**config.mk**
```make
export PLATFORM = sky130hd
export DESIGN_NAME = capability_query_table
export DESIGN_NICKNAME = d
export VERILOG_FILES = /design/src/verilog/query_table_pkg.sv /design/src/verilog/capability_query_table.sv /design/src/verilog/query_rom.sv
export SDC_FILE = /design/constraint.sdc
export NUM_CORES = 1
export LEC_CHECK = 0
export BUFFER_PORTS_ARGS = -buffer_cell sky130_fd_sc_hd__buf_2
export CORE_UTILIZATION = 41
export DETAILED_ROUTE_END_ITERATION = 8
export PLACE_DENSITY = 0.87
export REMOVE_ABC_BUFFERS = 1
export SYNTH_ARGS = -nofsm -noshare
export SYNTH_HDL_FRONTEND = slang
export SYNTH_SLANG_ARGS = --single-unit
```
**constraint.sdc**
```tcl
create_clock -name pclk -period 2.1 [get_ports pclk]
set_clock_uncertainty 0.1 [all_clocks]
set_input_delay 0.105 -clock pclk [delete_from_list [all_inputs] [get_ports pclk]]
set_output_delay 0.105 -clock pclk [all_outputs]
set_load 0.02 [all_outputs]
```
**src/verilog/query_table_pkg.sv**
```systemverilog
// Package of offsets, values and encodings for the burst read query table
package query_table_pkg;
   // ********************************************************************
   // Query offsets (word indices; byte address is four times the index)
   // ********************************************************************
   localparam logic [7:0] IDX_RESERVED = 8'h47;
   localparam logic [7:0] IDX_PAGE_READ = 8'h48;
   localparam logic [7:0] IDX_SYNC_COUNT = 8'h49;
   localparam logic [7:0] IDX_SYNC_CFG_ONE = 8'h4A;
   localparam logic [7:0] IDX_SYNC_CFG_TWO = 8'h4B;
   localparam logic [7:0] IDX_SYNC_CFG_THREE = 8'h4C;
   localparam logic [7:0] IDX_MAX_CLOCK = 8'h4D;
   localparam logic [7:0] IDX_HANDSHAKE = 8'h4E;
   localparam logic [7:0] IDX_FIRST = IDX_RESERVED;
   localparam int ENTRY_COUNT = 8;
   // Control/status registers outside the query range
   localparam logic [11:0] ADDR_CONTROL = 12'h200;
   localparam logic [11:0] ADDR_STATUS = 12'h204;
   // ********************************************************************
   // Entry values
   // ********************************************************************
   localparam logic [15:0] VAL_RESERVED = 16'h0000;
   localparam logic [15:0] VAL_PAGE_READ = 16'h0003;
   localparam logic [15:0] VAL_SYNC_COUNT = 16'h0003;
   localparam logic [15:0] VAL_SYNC_CFG_ONE = 16'h0001;
   localparam logic [15:0] VAL_SYNC_CFG_TWO = 16'h0002;
   localparam logic [15:0] VAL_SYNC_CFG_THREE = 16'h0007;
   localparam logic [15:0] VAL_MAX_CLOCK = 16'h0036;
   localparam logic [15:0] VAL_HANDSHAKE = 16'h0001;
   // ********************************************************************
   // Field layout
   // ********************************************************************
   localparam int BURST_CODE_LSB = 0;
   localparam int BURST_CODE_W = 3;
   localparam logic [2:0] BURST_CONTINUOUS = 3'h7;
   localparam int CTRL_QUERY_EN_BIT = 0;
   localparam logic [31:0] CONTROL_RESET = 32'h0000_0001;
endpackage

```
**src/verilog/capability_query_table.sv**
```systemverilog
// APB slave exposing the burst and page read capability query entries
//
// Functional notes
// - Offset 48h reads 0003h; page size is 2^n bytes, n in low byte.
// - Offset 49h reads 0003h, the count of burst configuration entries.
// - Offset 4Ah reads 0001h; bits 2:0 code a 2^(n+1) word burst.
// - Burst code 7 means continuous linear burst to end of space.
// - Offset 4Bh reads 0002h, the eight-word burst configuration.
// - Offset 4Ch reads 0007h, the continuous linear burst configuration.
// - Offset 4Eh reads 0001h; wait handshake in synchronous reads only.
// - Offset 47h reads 0000h, reserved entry before burst information.
`timescale 1ns/1ps
module capability_query_table (
   input wire logic pclk,
   input wire logic presetn,
   input wire logic psel,
   input wire logic penable,
   input wire logic pwrite,
   input wire logic [11:0] paddr,
   input wire logic [31:0] pwdata,
   output logic [31:0] prdata,
   output logic pready,
   output logic pslverr,
   output logic [2:0] last_burst_code,
   output logic continuous_burst
);
   // ***************************************************************
   // Local layout of the query store
   // ***************************************************************
   localparam int ROM_AW = 3;
   localparam int ENTRIES = query_table_pkg::ENTRY_COUNT;

   // Store slots of the first and last burst configuration entry
   localparam logic [ROM_AW-1:0] SLOT_CFG_FIRST = ROM_AW'(
      query_table_pkg::IDX_SYNC_CFG_ONE - query_table_pkg::IDX_FIRST);
   localparam logic [ROM_AW-1:0] SLOT_CFG_LAST = ROM_AW'(
      query_table_pkg::IDX_SYNC_CFG_THREE - query_table_pkg::IDX_FIRST);

   // ***************************************************************
   // Types and signals
   // ***************************************************************
   typedef enum logic [1:0] {IDLE, FETCH, ANSWER} state_t;
   typedef enum logic [1:0] {
      KIND_NONE,
      KIND_TABLE,
      KIND_CONTROL,
      KIND_STATUS
   } kind_t;

   state_t state;
   kind_t kind;
   kind_t next_kind;

   logic setup;
   logic access_done;
   logic answer_now;
   logic aligned;
   logic in_window;
   logic in_table;
   logic [7:0] word_index;
   logic [ENTRIES-1:0] entry_hit;
   logic [ROM_AW-1:0] rom_addr;
   logic [15:0] rom_data;
   logic hit_table;
   logic hit_ctrl;
   logic hit_status;
   logic cfg_entry;
   logic refused;
   logic refused_xfer;
   logic cfg_xfer;
   logic write_xfer;
   logic query_en;
   logic ctrl_write;
   logic [31:0] table_word;
   logic [31:0] control_word;
   logic [31:0] status_word;
   logic [31:0] next_prdata;
   logic [2:0] next_burst_code;

   // ***************************************************************
   // Address decode
   // ***************************************************************
   assign setup = psel && !penable;
   assign access_done = psel && penable && pready;
   assign aligned = (paddr[1:0] == 2'b00);
   assign word_index = paddr[9:2];
   assign in_window = aligned && (paddr[11:10] == 2'b00);

   // One comparator per entry; the table is contiguous in the word space
   for (genvar i = 0; i < ENTRIES; i++) begin : g_entry
      assign entry_hit[i] = in_window
         && (word_index == query_table_pkg::IDX_FIRST + 8'(i));
   end

   assign in_table = |entry_hit;
   assign cfg_entry = |entry_hit[SLOT_CFG_LAST:SLOT_CFG_FIRST];
   // Store slots count up from the reserved entry
   assign rom_addr = ROM_AW'(word_index - query_table_pkg::IDX_FIRST);

   // Table entries are read-only and only visible in query mode
   assign hit_table = in_table && query_en && !pwrite;
   // Control takes both directions; status is read-only
   assign hit_ctrl = (paddr == query_table_pkg::ADDR_CONTROL);
   assign hit_status = (paddr == query_table_pkg::ADDR_STATUS) && !pwrite;

   always_comb begin
      if (hit_table) begin
         next_kind = KIND_TABLE;
      end else if (hit_ctrl) begin
         next_kind = KIND_CONTROL;
      end else if (hit_status) begin
         next_kind = KIND_STATUS;
      end else begin
         next_kind = KIND_NONE;
      end
   end

   // Anything that matches no register is refused with an error
   assign refused = (next_kind == KIND_NONE);

   // ***************************************************************
   // Query store
   // ***************************************************************
   query_rom #(
      .DEPTH(ENTRIES),
      .AW(ROM_AW)
   ) u_rom (
      .pclk(pclk),
      .presetn(presetn),
      .addr(rom_addr),
      .rdata(rom_data)
   );

   // ***************************************************************
   // Transfer sequencing: setup, one fetch cycle, then answer
   // ***************************************************************
   // New setups are ignored until the answer has been given
   always_ff @(posedge pclk or negedge presetn) begin
      if (!presetn) begin
         state <= IDLE;
      end else begin
         case (state)
            IDLE: begin
               if (setup) begin
                  state <= FETCH;
               end
            end
            FETCH: begin
               if (psel && penable) begin
                  state <= ANSWER;
               end else begin
                  state <= IDLE;
               end
            end
            ANSWER: begin
               state <= IDLE;
            end
            default: begin
               state <= IDLE;
            end
         endcase
      end
   end

   // A master that leaves the access phase early gets no answer
   assign answer_now = (state == FETCH) && psel && penable;

   // Decode is frozen at setup; the store needs the fetch cycle
   always_ff @(posedge pclk or negedge presetn) begin
      if (!presetn) begin
         kind <= KIND_NONE;
      end else if (state == IDLE && setup) begin
         kind <= next_kind;
      end
   end

   always_ff @(posedge pclk or negedge presetn) begin
      if (!presetn) begin
         refused_xfer <= 1'b0;
      end else if (state == IDLE && setup) begin
         refused_xfer <= refused;
      end
   end

   always_ff @(posedge pclk or negedge presetn) begin
      if (!presetn) begin
         cfg_xfer <= 1'b0;
      end else if (state == IDLE && setup) begin
         cfg_xfer <= cfg_entry && hit_table;
      end
   end

   // Direction is frozen too, so a late flip cannot make a write
   always_ff @(posedge pclk or negedge presetn) begin
      if (!presetn) begin
         write_xfer <= 1'b0;
      end else if (state == IDLE && setup) begin
         write_xfer <= pwrite;
      end
   end

   // ***************************************************************
   // Response flags
   // ***************************************************************
   // Ready is a flop so the answer lands one edge after the fetch
   always_ff @(posedge pclk or negedge presetn) begin
      if (!presetn) begin
         pready <= 1'b0;
      end else begin
         pready <= answer_now;
      end
   end

   always_ff @(posedge pclk or negedge presetn) begin
      if (!presetn) begin
         pslverr <= 1'b0;
      end else begin
         pslverr <= answer_now && refused_xfer;
      end
   end

   // ***************************************************************
   // Read data; table words sit in the low half, upper half zero
   // ***************************************************************
   assign table_word = {16'h0000, rom_data};
   assign control_word = {31'h0000_0000, query_en};
   // Status mirrors the captured code so software can copy it back
   assign status_word = {28'h000_0000, continuous_burst, last_burst_code};

   always_comb begin
      next_prdata = 32'h0000_0000;
      if (!refused_xfer) begin
         case (kind)
            KIND_TABLE: begin
               next_prdata = table_word;
            end
            KIND_CONTROL: begin
               next_prdata = control_word;
            end
            KIND_STATUS: begin
               next_prdata = status_word;
            end
            default: begin
               next_prdata = 32'h0000_0000;
            end
         endcase
      end
   end

   // Data is loaded once per transfer and then held for the master
   always_ff @(posedge pclk or negedge presetn) begin
      if (!presetn) begin
         prdata <= 32'h0000_0000;
      end else if (answer_now) begin
         prdata <= next_prdata;
      end
   end

   // ***************************************************************
   // Control: query mode enable, written by software
   // ***************************************************************
   // Commit only at the edge where the master sees ready
   assign ctrl_write = (state == ANSWER) && (kind == KIND_CONTROL)
      && access_done && write_xfer;

   always_ff @(posedge pclk or negedge presetn) begin
      if (!presetn) begin
         query_en <= query_table_pkg::CONTROL_RESET[
            query_table_pkg::CTRL_QUERY_EN_BIT];
      end else if (ctrl_write) begin
         query_en <= pwdata[query_table_pkg::CTRL_QUERY_EN_BIT];
      end
   end

   // ***************************************************************
   // Burst code of the last configuration entry read, kept as-is
   // so it can be copied straight into read configuration bits 2:0
   // ***************************************************************
   assign next_burst_code =
      rom_data[query_table_pkg::BURST_CODE_LSB +:
         query_table_pkg::BURST_CODE_W];

   always_ff @(posedge pclk or negedge presetn) begin
      if (!presetn) begin
         last_burst_code <= 3'h0;
      end else if (answer_now && kind == KIND_TABLE && cfg_xfer) begin
         last_burst_code <= next_burst_code;
      end
   end

   // Code 7 is the open-ended linear burst, not a fixed length
   always_ff @(posedge pclk or negedge presetn) begin
      if (!presetn) begin
         continuous_burst <= 1'b0;
      end else if (answer_now && kind == KIND_TABLE && cfg_xfer) begin
         continuous_burst <=
            (next_burst_code == query_table_pkg::BURST_CONTINUOUS);
      end
   end
endmodule

```
**src/verilog/query_rom.sv**
```systemverilog
// Small registered-output store holding the query table words
`timescale 1ns/1ps
module query_rom #(
   parameter int DEPTH = query_table_pkg::ENTRY_COUNT,
   parameter int AW = 3
) (
   input wire logic pclk,
   input wire logic presetn,
   input wire logic [AW-1:0] addr,
   output logic [15:0] rdata
);
   logic [15:0] table_word [DEPTH];

   // ***************************************************************
   // Table contents, ordered from the reserved entry upward
   // ***************************************************************
   assign table_word[0] = query_table_pkg::VAL_RESERVED;
   assign table_word[1] = query_table_pkg::VAL_PAGE_READ;
   assign table_word[2] = query_table_pkg::VAL_SYNC_COUNT;
   assign table_word[3] = query_table_pkg::VAL_SYNC_CFG_ONE;
   assign table_word[4] = query_table_pkg::VAL_SYNC_CFG_TWO;
   assign table_word[5] = query_table_pkg::VAL_SYNC_CFG_THREE;
   assign table_word[6] = query_table_pkg::VAL_MAX_CLOCK;
   assign table_word[7] = query_table_pkg::VAL_HANDSHAKE;

   always_ff @(posedge pclk or negedge presetn) begin
      if (!presetn) begin
         rdata <= 16'h0000;
      end else begin
         rdata <= table_word[addr];
      end
   end
endmodule

```
==> flow_summary.json <==
{
  "cts_inserted_buffers": 3,
  "period_share": 0.913,
  "routed_wl_mm": 2.11,
  "fin_total_pwr_mw": 0.944,
  "drv_cap": 0,
  "final_common_cell": "buf_2",
  "place_area_um2": 1320,
  "overflow": 0,
  "fin_area_um2": 1420,
  "wl_per_cell_um": 10.9,
  "power_frac_seq": 0.555,
  "worstSetupStartpointType": "primary input",
  "status": "complete, but fails checks",
  "internal_power_mw": 0.642,
  "place_congestion": 0.748,
  "drive_above_1_share": 0.264,
  "grt_start_max_net_pins": 24,
  "synth_seq_cells": 23,
  "cts_resized": 0,
  "setup_viol": 0,
  "holdWs_ns": 0.0575,
  "cp_slowest_cell": "dlygate4sd3_1",
  "num_vias": 912,
  "worst_pin_slew_ns": 0.498,
  "fmax_ghz": 0.521,
  "hpwl_mm": 1.59,
  "postSynthCellCount": 125,
  "dp_cells": 183,
  "cts_tree": "done",
  "whs_path_depth": 4,
  "cellPowerDensity_nw_per_um2": 665,
  "ys_seq_area_frac": 0.465,
  "r2r_cells": 3,
  "std_cell_rows": 19,
  "pwr-share-clk": 0.207,
  "crit_required_ns": 2.21,
  "ioPinCount": 87,
  "grt_pass1_wl_mm": 3.52,
  "hold_viol": 0,
  "synth_edf_count": 0,
  "dieArea_um2": 3250,
  "grt_use_total": 0.139,
  "cp.arrival_ns": 2.03,
  "path_depth": 6,
  "first_pass_iters": 6,
  "start_util": 0.442,
  "maxSlewViolCount": 0,
  "synth.distinct_cells": 31,
  "violations": "design-rule violations",
  "critPathMaxFanout": 9,
  "syn-cell-area_um2": 1240,
  "fin_util": 0.506,
  "vdd_ir_drop_max_uv": 214,
  "cts_max_path_buffers": 2,
  "yosysWarnings": 0,
  "fillCellCount": 278,
  "diodes": 0,
  "cp.buffers_inverters": 2,
  "sw_frac_of_total": 0.320,
  "switchingPower_mw": 0.302,
  "clock_latency_ns": 0.31,
  "drc": 8,
  "io_buffers": 29,
  "area_growth_pct": 14.4,
  "path_clk_slew_ns": 0.11,
  "core_um2": 2810,
  "cts_root_buf": "clkbuf_4",
  "die_y_um": 57.0,
  "grt_pass1_vias": 835,
  "ant_nets": 0,
  "drt_iter0_markers": 28,
  "die_x_um": 57.0,
  "final_cells": 194,
  "max_stage_delay_ns": 0.52,
  "antenna_found_initial": 0,
  "fin_ws_ns": 0.182,
  "finalSetupTns_ns": 0,
  "pre_cts_slack_ns": 0.309,
  "max_slew_margin": 0.664,
  "rsz0062_at_grt": "false",
  "crit_path_end_kind": "register",
  "period_minus_slack_ns": 1.92,
  "p_leak_nw": 0.728,
  "vias_per_cell": 4.70,
  "synth_async_sr_flop_share": 1.00,
  "layout_common_cells": "buf_2, conb_1, dfrtp_1",
  "synth_area_per_cell_um2": 9.93,
  "h-tree-depth": 1,
  "numClockSinks": 23,
  "crit_chain": "dlygate4sd3_1 -> buf_2 -> or3b_1 -> a2111oi_2 -> a31oi_1 -> a32o_1",
  "synth_ff_type": "dfrtp_1",
  "nNetsFinal": 213,
  "cpLargestDelayFamily": "compound AO/OA/AOI/OAI gates",
  "combPwrFrac": 0.238,
  "hp-class": "in -> reg",
  "critPathKind": "in -> reg"
}
## logic make-up after synthesis
| logic type | after synthesis | share of synthesized area |
|---|---|---|
| DFF | 23 | 0.465 |
| xor gates and xnor gates | 1 | 0.00706 |
| muxes | 7 | 0.0615 |
| and+or+nand+nor | 35 | 0.152 |
| buffers and inverters | 40 | 0.203 |
| AOI/OAI and AO/OA | 18 | 0.109 |
| other | 1 | 0.00302 |
## power by group through the flow
stage | combinational (mW) | clock (mW) | sequential, mW
floorplan | 0.103 | 0 | 0.565
global placement | 0.211 | 0 | 0.530
detailed placement | 0.215 | 0 | 0.533
CTS | 0.225 | 0.208 | 0.524
global route | 0.248 | 0.226 | 0.532
finish | 0.225 | 0.195 | 0.524
## routing by layer
layer / vias up / share of wire / GRT usage / wire [um]
li1: 454 / - / - / -
met1: 417 / 0.46 / 0.181 / 974
met2: 38 / 0.46 / 0.229 / 974
met3: 3 / 0.059 / 0.0204 / 125
met4: 0 / 0.016 / 0.0662 / 33
met5: - / 0 / 0 / 0
## final timing paths
check,startpoint,slack (ns),endpoint
min in group asynchronous,presetn,0.17,prdata[0]
max in group asynchronous,presetn,1.37,query_en
max,paddr[3],0.18,kind[1]
min,paddr[7],0.06,refused_xfer
max reg2reg,state[1],0.26,kind[1]
min reg2reg,prdata[2],0.38,prdata[2]
## state kept, by name, summed over array words and instances (netlist names), 2 cells and up
signal	flops
last_burst_code	3
kind	2
state	2
u_rom.rdata	4
prdata	5
## worst min-delay path, stage by stage
cell,delay (ns)
buf_2,0.08
nor3_2,0.05
nand2_1,0.05
a32o_1,0.15
## area by class of cell
class                           instances  area [um^2]  share of cell area
Tap cell                               31         38.8              0.0273
Timing Repair Buffer                   38          230               0.162
Sequential cell                        23          577               0.406
Multi-Input combinational cell         87          507               0.357
Inverter                               11         41.3              0.0291
Clock buffer                            4         26.3              0.0185
## timing repair
item / in CTS / in global routing
hold endpoints to repair: 29 / 0
setup buffers: 0 / 0
hold buffers: 7 / 0
## synthesized netlist by cell type, drive strengths merged, types with 2 or more instances
cell type | instances | area share
a2111oi | 2 | 0.019
a21oi | 2 | 0.0081
a32o | 2 | 0.016
buf | 27 | 0.16
clkbuf | 2 | 0.0061
dfrtp | 22 | 0.44
inv | 11 | 0.033
mux2 | 5 | 0.045
mux2i | 2 | 0.016
nand2 | 13 | 0.039
nand2b | 2 | 0.010
nand4b | 3 | 0.021
nor2 | 6 | 0.018
nor3 | 5 | 0.024
o21ai | 4 | 0.016
o31ai | 4 | 0.024
or4b | 2 | 0.016
(Power assumes the default switching activity.)
